## config.mk

```make
export PLATFORM = sky130hd
export DESIGN_NAME = gii_instrument_interface
export DESIGN_NICKNAME = d
export VERILOG_FILES = /design/src/hw/gii_pkg.sv /design/src/hw/gii_instrument_interface.sv /design/src/hw/gii_handshake.sv
export VERILOG_INCLUDE_DIRS = /design/src /design/src/hw
export SDC_FILE = /design/constraint.sdc
export NUM_CORES = 1
export LEC_CHECK = 0
export BUFFER_PORTS_ARGS = -buffer_cell sky130_fd_sc_hd__buf_2
export CAP_MARGIN = 20
export CORE_MARGIN = 8
export CORE_UTILIZATION = 45
export CTS_BUF_LIST = sky130_fd_sc_hd__clkbuf_8
export DETAILED_ROUTE_END_ITERATION = 8
export GPL_TIMING_DRIVEN = 0
export PLACE_DENSITY = 0.74
export SYNTH_ARGS = -nofsm -noshare
export SYNTH_HDL_FRONTEND = slang
export SYNTH_SLANG_ARGS = --single-unit
export TNS_END_PERCENT = 30
```

## constraint.sdc

```tcl
create_clock -name clock -period 1.8 [get_ports clock]
set_input_delay 0.09 -clock clock [delete_from_list [all_inputs] [get_ports clock]]
set_output_delay 0.09 -clock clock [all_outputs]
set_load 0.03 [all_outputs]
```

## src/hw/gii_consts.svh

```systemverilog
`ifndef GII_CONSTS_SVH
`define GII_CONSTS_SVH

// timing
`define GII_CLK_NS 10
`define GII_SETTLE_NS 500
`define GII_SETTLE_CYC ((`GII_SETTLE_NS + `GII_CLK_NS - 1) / `GII_CLK_NS)
`define GII_CNT_W 6

// addressing and reset values
`define GII_ADDR_DEFAULT 5'h06
`define GII_LAG_GROUP 2'h1
`define GII_TAG_GROUP 2'h2

// bus command codes, seven bits
`define GII_CMD_GTL 7'h01
`define GII_CMD_SDC 7'h04
`define GII_CMD_GET 7'h08
`define GII_CMD_DCL 7'h14
`define GII_CMD_SPE 7'h18
`define GII_CMD_SPD 7'h19
`define GII_CMD_UNL 7'h3F
`define GII_CMD_UNT 7'h5F

// status byte
`define GII_RQS_BIT 6
`define GII_RQS_MASK 8'h40
`endif

```

## src/hw/gii_pkg.sv

```systemverilog
`default_nettype none
package gii_pkg;
	typedef enum logic [1:0] {AH_IDLE, AH_READY, AH_ACCEPT} gii_ah_state_t;
	typedef enum logic [1:0] {
		SH_IDLE, SH_SETTLE, SH_WAIT, SH_DAV
	} gii_sh_state_t;
	typedef enum logic [3:0] {
		CMD_NONE, CMD_MLA, CMD_MTA, CMD_OTA, CMD_UNL, CMD_UNT,
		CMD_DCL, CMD_SDC, CMD_GET, CMD_SPE, CMD_SPD, CMD_GTL
	} gii_cmd_t;
	typedef enum logic {
		CLEAR_KEEPS_OUTPUT_MODE, CLEAR_ZEROES_OUTPUT_MODE
	} gii_clear_mode_t;
endpackage : gii_pkg
`default_nettype wire

```

## src/hw/gii_instrument_interface.sv

```systemverilog
`timescale 1ns/100ps
`default_nettype none
`include "gii_consts.svh"
module gii_instrument_interface (
	// clock and reset
	input wire logic clock,
	input wire logic rst_b,
	// bus management lines, low true, received only
	input wire logic atn_b,
	input wire logic ifc_b,
	input wire logic ren_b,
	// data lines
	input wire logic [7:0] dio_b_i,
	output logic [7:0] dio_b_o,
	output logic dio_b_oe,
	// handshake and end lines
	input wire logic dav_b_i,
	output logic dav_b_o,
	output logic dav_b_oe,
	input wire logic nrfd_b_i,
	output logic nrfd_b_o,
	output logic nrfd_b_oe,
	input wire logic ndac_b_i,
	output logic ndac_b_o,
	output logic ndac_b_oe,
	input wire logic eoi_b_i,
	output logic eoi_b_o,
	output logic eoi_b_oe,
	// service request line
	output logic srq_b_o,
	output logic srq_b_oe,
	// received bytes toward the command parser
	output logic [7:0] rx_data,
	output logic rx_end,
	output logic rx_valid,
	input wire logic rx_ready,
	// reply bytes from the command parser
	input wire logic [7:0] tx_data,
	input wire logic tx_end,
	input wire logic tx_valid,
	output logic tx_ready,
	// service request conditions
	input wire logic [7:0] status_byte,
	input wire logic [7:0] srq_enable,
	// configuration from the command parser
	input wire logic addr_wr,
	input wire logic [4:0] addr_value,
	input wire logic clear_mode_wr,
	input wire logic clear_mode_zero,
	input wire logic trg_cmd,
	// instrument state and events
	output logic [4:0] bus_addr,
	output logic remote,
	output logic analog_select,
	output logic talker,
	output logic listener,
	output logic serial_poll,
	output logic dev_clear,
	output logic zero_output,
	output logic trigger
);
	import gii_pkg::*;

	// classify a byte received under attention
	function automatic gii_cmd_t gii_decode(
		input logic [6:0] c,
		input logic [4:0] a
	);
		gii_cmd_t r;
		r = CMD_NONE;
		if (c == `GII_CMD_UNL) begin
			r = CMD_UNL;
		end else if (c == `GII_CMD_UNT) begin
			r = CMD_UNT;
		end else if (c == {`GII_LAG_GROUP, a}) begin
			r = CMD_MLA;
		end else if (c == {`GII_TAG_GROUP, a}) begin
			r = CMD_MTA;
		end else if (c[6:5] == `GII_TAG_GROUP) begin
			r = CMD_OTA;
		end else if (c == `GII_CMD_DCL) begin
			r = CMD_DCL;
		end else if (c == `GII_CMD_SDC) begin
			r = CMD_SDC;
		end else if (c == `GII_CMD_GET) begin
			r = CMD_GET;
		end else if (c == `GII_CMD_SPE) begin
			r = CMD_SPE;
		end else if (c == `GII_CMD_SPD) begin
			r = CMD_SPD;
		end else if (c == `GII_CMD_GTL) begin
			r = CMD_GTL;
		end
		return r;
	endfunction : gii_decode

	// reset release through two flip-flops
	logic rst_s1_r, rst_sync_b;
	always_ff @(posedge clock or negedge rst_b) begin
		if (!rst_b) begin
			rst_s1_r <= 1'b0;
			rst_sync_b <= 1'b0;
		end else begin
			rst_s1_r <= 1'b1;
			rst_sync_b <= rst_s1_r;
		end
	end

	logic atn, ifc, ren;
	assign atn = !atn_b;
	assign ifc = !ifc_b;
	assign ren = !ren_b;

	logic talk_r, talk_nxt, listen_r, listen_nxt;
	logic spoll_r, spoll_nxt, remote_r, remote_nxt;
	logic [4:0] addr_r, addr_nxt;
	gii_clear_mode_t mode_r, mode_nxt;
	logic srq_pend_r, srq_pend_nxt, rsv_prev_r;
	logic clear_r, clear_nxt, zero_r, zero_nxt, trig_r, trig_nxt;
	logic acc_strobe, acc_end, acc_cmd, src_ready;
	logic [7:0] acc_data, src_data;
	logic cmd_in, rsv, rsv_rise, src_en, src_valid, src_end, spoll_take;
	gii_cmd_t cmd_code;

	// rqs is our own bit and never requests service on its own
	assign rsv = |(status_byte & srq_enable & ~`GII_RQS_MASK);
	assign rsv_rise = rsv && !rsv_prev_r;
	assign cmd_in = acc_strobe && acc_cmd;
	assign cmd_code = gii_decode(acc_data[6:0], addr_r);

	// talker: reply bytes, or the status byte while serial poll is on
	assign src_en = talk_r && !atn;
	assign src_valid = spoll_r || tx_valid;
	assign src_data = spoll_r ?
		{status_byte[7], srq_pend_r, status_byte[5:0]} : tx_data;
	assign src_end = spoll_r ? 1'b0 : tx_end;
	assign tx_ready = src_ready && !spoll_r;
	assign spoll_take = src_ready && spoll_r;

	// listener data goes out straight from the capture flops
	assign rx_data = acc_data;
	assign rx_end = acc_end;
	assign rx_valid = acc_strobe && !acc_cmd && listen_r;

	always_comb begin
		talk_nxt = talk_r;
		listen_nxt = listen_r;
		spoll_nxt = spoll_r;
		remote_nxt = remote_r;
		addr_nxt = addr_r;
		mode_nxt = mode_r;
		clear_nxt = 1'b0;
		trig_nxt = trg_cmd;
		if (addr_wr) begin
			addr_nxt = addr_value;
		end
		if (clear_mode_wr) begin
			mode_nxt = clear_mode_zero ? CLEAR_ZEROES_OUTPUT_MODE :
				CLEAR_KEEPS_OUTPUT_MODE;
		end
		if (cmd_in) begin
			unique case (cmd_code)
				CMD_MLA: begin
					listen_nxt = 1'b1;
					talk_nxt = 1'b0;
				end
				CMD_MTA: begin
					talk_nxt = 1'b1;
					listen_nxt = 1'b0;
				end
				CMD_OTA: talk_nxt = 1'b0;
				CMD_UNT: talk_nxt = 1'b0;
				CMD_UNL: listen_nxt = 1'b0;
				CMD_DCL: clear_nxt = 1'b1;
				CMD_SDC: clear_nxt = listen_r;
				CMD_GET: trig_nxt = trig_nxt || listen_r;
				CMD_SPE: spoll_nxt = 1'b1;
				CMD_SPD: spoll_nxt = 1'b0;
				CMD_GTL: if (listen_r) begin
					remote_nxt = 1'b0;
				end
				CMD_NONE: ;
			endcase
		end
		if (rx_valid && ren) begin
			remote_nxt = 1'b1;
		end
		if (!ren) begin
			remote_nxt = 1'b0;
		end
		// zero only in the zeroing mode, output untouched otherwise
		zero_nxt = clear_nxt && mode_r == CLEAR_ZEROES_OUTPUT_MODE;
		if (ifc) begin
			talk_nxt = 1'b0;
			listen_nxt = 1'b0;
			spoll_nxt = 1'b0;
		end
	end

	// a new condition wins over the poll that would clear the request
	always_comb begin
		srq_pend_nxt = srq_pend_r;
		if (!rsv || spoll_take) begin
			srq_pend_nxt = 1'b0;
		end
		if (rsv_rise) begin
			srq_pend_nxt = 1'b1;
		end
	end

	always_ff @(posedge clock or negedge rst_sync_b) begin
		if (!rst_sync_b) begin
			talk_r <= 1'b0;
			listen_r <= 1'b0;
			spoll_r <= 1'b0;
			remote_r <= 1'b0;
			addr_r <= `GII_ADDR_DEFAULT;
			mode_r <= CLEAR_KEEPS_OUTPUT_MODE;
			clear_r <= 1'b0;
			zero_r <= 1'b0;
			trig_r <= 1'b0;
			srq_pend_r <= 1'b0;
			rsv_prev_r <= 1'b0;
		end else begin
			talk_r <= talk_nxt;
			listen_r <= listen_nxt;
			spoll_r <= spoll_nxt;
			remote_r <= remote_nxt;
			addr_r <= addr_nxt;
			mode_r <= mode_nxt;
			clear_r <= clear_nxt;
			zero_r <= zero_nxt;
			trig_r <= trig_nxt;
			srq_pend_r <= srq_pend_nxt;
			rsv_prev_r <= rsv;
		end
	end

	// atn, ifc and ren are never driven, and no parallel poll answer
	gii_handshake gii_handshake_inst (
		.clock(clock),
		.rst_sync_b(rst_sync_b),
		.atn(atn),
		.dio_b_i(dio_b_i),
		.dio_b_o(dio_b_o),
		.dio_b_oe(dio_b_oe),
		.dav_b_i(dav_b_i),
		.dav_b_o(dav_b_o),
		.dav_b_oe(dav_b_oe),
		.nrfd_b_i(nrfd_b_i),
		.nrfd_b_o(nrfd_b_o),
		.nrfd_b_oe(nrfd_b_oe),
		.ndac_b_i(ndac_b_i),
		.ndac_b_o(ndac_b_o),
		.ndac_b_oe(ndac_b_oe),
		.eoi_b_i(eoi_b_i),
		.eoi_b_o(eoi_b_o),
		.eoi_b_oe(eoi_b_oe),
		.src_en(src_en),
		.src_valid(src_valid),
		.src_data(src_data),
		.src_end(src_end),
		.src_ready(src_ready),
		.acc_en(atn || listen_r),
		.acc_hold(!atn && !rx_ready),
		.acc_strobe(acc_strobe),
		.acc_data(acc_data),
		.acc_end(acc_end),
		.acc_cmd(acc_cmd)
	);

	assign srq_b_o = 1'b0;
	assign srq_b_oe = srq_pend_r;
	assign bus_addr = addr_r;
	assign remote = remote_r;
	assign analog_select = !remote_r;
	assign talker = talk_r;
	assign listener = listen_r;
	assign serial_poll = spoll_r;
	assign dev_clear = clear_r;
	assign zero_output = zero_r;
	assign trigger = trig_r;
endmodule : gii_instrument_interface
`default_nettype wire

```

## src/hw/gii_handshake.sv

```systemverilog
`timescale 1ns/100ps
`default_nettype none
`include "gii_consts.svh"
module gii_handshake (
	// clock and reset
	input wire logic clock,
	input wire logic rst_sync_b,
	// bus lines, low true, except atn which is high true
	input wire logic atn,
	input wire logic [7:0] dio_b_i,
	output logic [7:0] dio_b_o,
	output logic dio_b_oe,
	input wire logic dav_b_i,
	output logic dav_b_o,
	output logic dav_b_oe,
	input wire logic nrfd_b_i,
	output logic nrfd_b_o,
	output logic nrfd_b_oe,
	input wire logic ndac_b_i,
	output logic ndac_b_o,
	output logic ndac_b_oe,
	input wire logic eoi_b_i,
	output logic eoi_b_o,
	output logic eoi_b_oe,
	// source side
	input wire logic src_en,
	input wire logic src_valid,
	input wire logic [7:0] src_data,
	input wire logic src_end,
	output logic src_ready,
	// acceptor side
	input wire logic acc_en,
	input wire logic acc_hold,
	output logic acc_strobe,
	output logic [7:0] acc_data,
	output logic acc_end,
	output logic acc_cmd
);
	import gii_pkg::*;

	gii_sh_state_t sh_st_r, sh_st_nxt;
	logic [`GII_CNT_W-1:0] sh_cnt_r, sh_cnt_nxt;
	logic [7:0] dio_r, dio_nxt;
	logic end_r, end_nxt;
	gii_ah_state_t ah_st_r, ah_st_nxt;
	logic [7:0] acc_data_nxt;
	logic acc_end_nxt, acc_cmd_nxt, acc_strobe_nxt;

	// source handshake
	always_comb begin
		sh_st_nxt = sh_st_r;
		sh_cnt_nxt = sh_cnt_r;
		dio_nxt = dio_r;
		end_nxt = end_r;
		if (!src_en) begin
			sh_st_nxt = SH_IDLE;
		end else begin
			unique case (sh_st_r)
				SH_IDLE: if (src_valid) begin
					sh_st_nxt = SH_SETTLE;
					dio_nxt = ~src_data;
					end_nxt = src_end;
					sh_cnt_nxt = `GII_CNT_W'(`GII_SETTLE_CYC - 1);
				end
				SH_SETTLE: if (sh_cnt_r == '0) begin
					sh_st_nxt = SH_WAIT;
				end else begin
					sh_cnt_nxt = sh_cnt_r - 1'b1;
				end
				SH_WAIT: if (nrfd_b_i) begin
					sh_st_nxt = SH_DAV;
				end
				SH_DAV: if (ndac_b_i) begin
					sh_st_nxt = SH_IDLE;
				end
			endcase
		end
	end

	// acceptor handshake
	always_comb begin
		ah_st_nxt = ah_st_r;
		acc_data_nxt = acc_data;
		acc_end_nxt = acc_end;
		acc_cmd_nxt = acc_cmd;
		acc_strobe_nxt = 1'b0;
		if (!acc_en) begin
			ah_st_nxt = AH_IDLE;
		end else begin
			unique case (ah_st_r)
				AH_IDLE: ah_st_nxt = AH_READY;
				AH_READY: if (!dav_b_i && !acc_hold) begin
					ah_st_nxt = AH_ACCEPT;
					acc_data_nxt = ~dio_b_i;
					acc_end_nxt = !eoi_b_i;
					acc_cmd_nxt = atn;
					acc_strobe_nxt = 1'b1;
				end
				AH_ACCEPT: if (dav_b_i) begin
					ah_st_nxt = AH_READY;
				end
			endcase
		end
	end

	always_ff @(posedge clock or negedge rst_sync_b) begin
		if (!rst_sync_b) begin
			sh_st_r <= SH_IDLE;
			sh_cnt_r <= '0;
			dio_r <= 8'hFF;
			end_r <= 1'b0;
			ah_st_r <= AH_IDLE;
			acc_data <= 8'h00;
			acc_end <= 1'b0;
			acc_cmd <= 1'b0;
			acc_strobe <= 1'b0;
		end else begin
			sh_st_r <= sh_st_nxt;
			sh_cnt_r <= sh_cnt_nxt;
			dio_r <= dio_nxt;
			end_r <= end_nxt;
			ah_st_r <= ah_st_nxt;
			acc_data <= acc_data_nxt;
			acc_end <= acc_end_nxt;
			acc_cmd <= acc_cmd_nxt;
			acc_strobe <= acc_strobe_nxt;
		end
	end

	// handshake and end lines are only pulled low; gating by src_en keeps eoi off under atn
	assign src_ready = src_en && sh_st_r == SH_IDLE;
	assign dio_b_o = dio_r;
	assign dio_b_oe = src_en && sh_st_r != SH_IDLE;
	assign dav_b_o = 1'b0;
	assign dav_b_oe = src_en && sh_st_r == SH_DAV;
	assign eoi_b_o = 1'b0;
	assign eoi_b_oe = dio_b_oe && end_r;
	assign nrfd_b_o = 1'b0;
	assign nrfd_b_oe = acc_en && !(ah_st_r == AH_READY && !acc_hold);
	assign ndac_b_o = 1'b0;
	assign ndac_b_oe = acc_en && ah_st_r != AH_ACCEPT;
endmodule : gii_handshake
`default_nettype wire

```

==> flow_summary.rst <==
.. list-table::
   :header-rows: 1

   * - Metric
     - Value
   * - Number of global-route vias before repair
     - 2383
   * - Gate family responsible for the most delay along the worst path
     - compound AO/OA/AOI/OAI gates
   * - Die height
     - 91.6 µm
   * - Most common library cell in the layout ignoring fill and taps
     - buf_2
   * - Unique masters post-synth
     - 59
   * - Clock group share of total power
     - 19.7%
   * - Initial core utilization
     - 46.8%
   * - Syn Area/Cell
     - 10.0 µm²
   * - Post-route fraction of the period consumed by the critical path
     - 98.3%
   * - Critical path origin
     - gii_handshake_inst.acc_data[0]$_DFFE_PN0P_
   * - Multi-input logic area
     - 0.00136 mm²
   * - Class of the most critical setup path
     - flip-flop to flip-flop
   * - CTS HTree Levels
     - 2
   * - Drt drc
     - 0
   * - Worst hold path type
     - input pin to flip-flop
   * - Clock root buffer
     - clkbuf_8
   * - Share of layout cells above drive strength 1
     - 44.3%
   * - RSZ-0062 raised after global routing
     - yes
   * - Port Buf Inserts
     - 88
   * - Antenna-violating nets left
     - 0
   * - Die ar.
     - 0.00840 mm²
   * - Clock tree from TritonCTS
     - built
   * - Largest net degree at the start of global routing
     - 26
   * - Horiz. Die Dim
     - 91.6 µm
   * - Share of synthesized flip-flops with an asynchronous set or reset
     - 100%
   * - Cell-internal power
     - 1.97 mW
   * - Share of Yosys cell area claimed by the top area cell type
     - 36.0%
   * - Top FF cell, synth
     - dfrtp_1
   * - Final RePlAce weighted congestion
     - 0.743
   * - Total via count in the routed design
     - 2257
   * - Max Fclk
     - 0.565 GHz
   * - Number of detailed-route iterations in the first pass
     - 4
   * - Syn Inst Count
     - 257
   * - Final setup slack of the worst path
     - 0.0310 ns
   * - Delay contributed by the slowest stage of the critical path
     - 0.43 ns
   * - Crit path cell chain
     - buf_6 > xor2_1 > nor4_4 > a21bo_2 > nand3_4 > o41a_1
   * - Maximum buffer depth of the clock tree
     - 2
   * - Yosys warnings
     - 0
   * - Clk Latency, worst-skew pair
     - 0.30 ns
   * - Cell type with the largest total area after synthesis
     - dfrtp_1
   * - Critical R2R Launch
     - gii_handshake_inst.acc_data[0]$_DFFE_PN0P_
   * - Layout Cell Area excl Fill
     - 0.00349 mm²
   * - Wire length of the first global-routing pass
     - 11.1 mm
   * - Number of fill cells
     - 493
   * - Clk pin slew, worst setup/hold paths
     - 0.09 ns
   * - Hold path startpoint
     - addr_value[0]
   * - Count of maximum capacitance violations
     - 0
   * - Combinational share of power
     - 37.6%
   * - Final setup violating endpoints
     - 0
   * - NumNets Final
     - 428
   * - HPWL after detailed placement
     - 4.97 mm
   * - Number of antenna repair diodes
     - 0
   * - Post-place setup slack
     - -0.183 ns
   * - Cell area after synthesis
     - 0.00257 mm²
   * - Via count normalized by instance count
     - 5.11
   * - Synthesis-to-finish area growth
     - 35.5%
   * - Routed wire length
     - 6.73 mm
   * - Initial antenna violation count
     - 0
   * - Total grt overflow
     - 0
   * - Leading cell types by total area after synthesis
     - dfrtp_1 (36%), dfstp_2 (10%), mux2_2 (6.1%)
   * - CTS Buf Count
     - 5
   * - Post-DR wirelength/cell
     - 15.2 µm
   * - Net switching power
     - 1.24 mW
   * - Count of final max-slew check failures
     - 0
   * - Static leakage
     - 1.63 nW
   * - Number of design-rule violations left by the first detailed-router iteration
     - 73
   * - CP startpoint kind
     - flip-flop
   * - CP Capture Type
     - flip-flop
   * - Endpoints failing hold
     - 0
   * - Total of flip-flops plus latches after synthesis
     - 47
   * - Outcome
     - completed
   * - Flip-flop and latch area
     - 0.00120 mm²
   * - Commonest cells after routing, fill and taps aside
     - buf_2 (88), nand2_1 (32), dfrtp_1 (31)
   * - Time the final worst path needs with I/O delays and setup
     - 1.77 ns
   * - Clock Skew
     - 0.00850 ns
   * - Arrival time of the worst setup path
     - 1.96 ns
   * - Highest ir drop seen on vdd
     - 0.765 mV
   * - Required time reported for the critical path endpoint
     - 1.99 ns
   * - Overall Global Routing Usage
     - 16.0%
   * - Switching part of the total power
     - 38.5%
   * - Placed cell area
     - 0.00317 mm²
   * - Sequential fraction of design power
     - 42.7%
   * - Count of flip-flops with a built-in enable after synthesis
     - 0
   * - CTS Sinks
     - 47
   * - Ports placed on the boundary
     - 96
   * - CP Buf/Inv Count
     - 1
   * - Core region area
     - 0.00551 mm²
   * - Power density normalized to cell area
     - 921 mW/mm²
   * - Register area share after synthesis
     - 46.2%
   * - Number of rows in the core area
     - 27
   * - Largest fanout of any net on the critical path
     - 10
   * - Master of the slowest instance on the critical path
     - dfrtp_2
-- repair_timing --
action | CTS | global route
endpoints found under the hold margin | 13 | 0
setup endpoints to repair | 17 | 31
cloned | 0 | 0
buffers inserted | 0 | 2
hold buffers | 12 | 0
pin swaps | 0 | 9
resized for setup | 2 | 25
-- power groups by stage --
stage,clock network [mW],registers [mW],logic [mW]
2_1_floorplan,0,1.56,0.606
3_3_place_gp,0,1.38,1.06
3_5_place_dp,0,1.38,1.10
4_1_cts,0.651,1.36,1.13
5_1_grt,0.688,1.40,1.32
6_report,0.632,1.37,1.21
-- Yosys cell counts (3+ instances only) --
cell type,instances
a211o_1,3
a21oi_1,7
buf_4,7
clkbuf_1,9
dfrtp_1,37
dfstp_2,10
ha_1,6
inv_1,11
mux2_2,14
nand2_1,32
nand3_1,4
nor2_1,17
nor2b_1,4
nor3_1,4
nor3b_1,3
o2111ai_1,4
o211ai_1,3
o21ai_0,23
xor2_1,9
-- flip-flops by register name (all words and copies together), names as in the netlist, 2 cells and up --
name                         cells
gii_handshake_inst.acc_data      8
gii_handshake_inst.dio_b_o       8
gii_handshake_inst.sh_cnt_r      6
bus_addr                         5
gii_handshake_inst.ah_st_r       2
gii_handshake_inst.sh_st_r       2
-- final cells by class --
type	count	share of cell area, %
plain buffers	17	3.37
flip-flops and latches	47	34.3
repair buffers	103	17.1
inverters	11	1.18
well taps	72	2.58
clock inverters	3	0.502
multi-input cells	184	39.0
clock buffers	5	1.97
-- final timing paths --
path / depth (start not counted) / to / slack (ns)
min in group asynchronous: 2 / rst_sync_b$_DFF_PN0_ / 0.11
min: 2 / bus_addr[0]$_DFFE_PN0P_ / 0.01
max in group asynchronous: 1 / gii_handshake_inst.dio_b_o[6]$_DFFE_PN1P_ / 0.99
max: 6 / remote$_DFFE_PN0P_ / 0.03
max reg2reg: 6 / remote$_DFFE_PN0P_ / 0.03
min reg2reg: 0 / trigger$_DFF_PN0_ / 0.23
-- metal layers --
metal	vias up	GRT usage (%)	wire [µm]	part of all wire [%]
met5	-	0	0	0
met4	0	6.14	111	1.7
met3	9	4.56	384	5.7
met2	49	28.6	3570	53
met1	1083	17.6	2660	40
li1	1116	-	-	-
-- metrics by stage --
step	instances	utilization (%)	hold WS, ns	TNS [ns]	total power [mW]
2_1_floorplan	261	-	-0.206	-0.0166	2.17
3_3_place_gp	421	57.3	-0.123	-5.22	2.44
3_5_place_dp	422	57.6	-0.121	-1.98	2.48
4_1_cts	441	61.5	0.00995	-0.0430	3.13
5_1_grt	442	63.3	0.00386	-0.0791	3.40
6_report	442	63.3	0.0149	0	3.21
-- cells by family after synthesis --
| kind of cell | Yosys count | synth area share, % |
|---|---|---|
| AND/OR/NAND/NOR | 83 | 17.2 |
| AO/OA/AOI/OAI | 62 | 16.5 |
| flip-flops | 47 | 46.2 |
| buffers and inverters | 30 | 6.02 |
| multiplexers | 15 | 6.51 |
| XOR/XNOR | 12 | 4.37 |
| adder cells (fa/ha/maj) | 6 | 2.92 |
| other | 2 | 0.292 |
No activity file was read; power rests on OpenSTA's default activity.
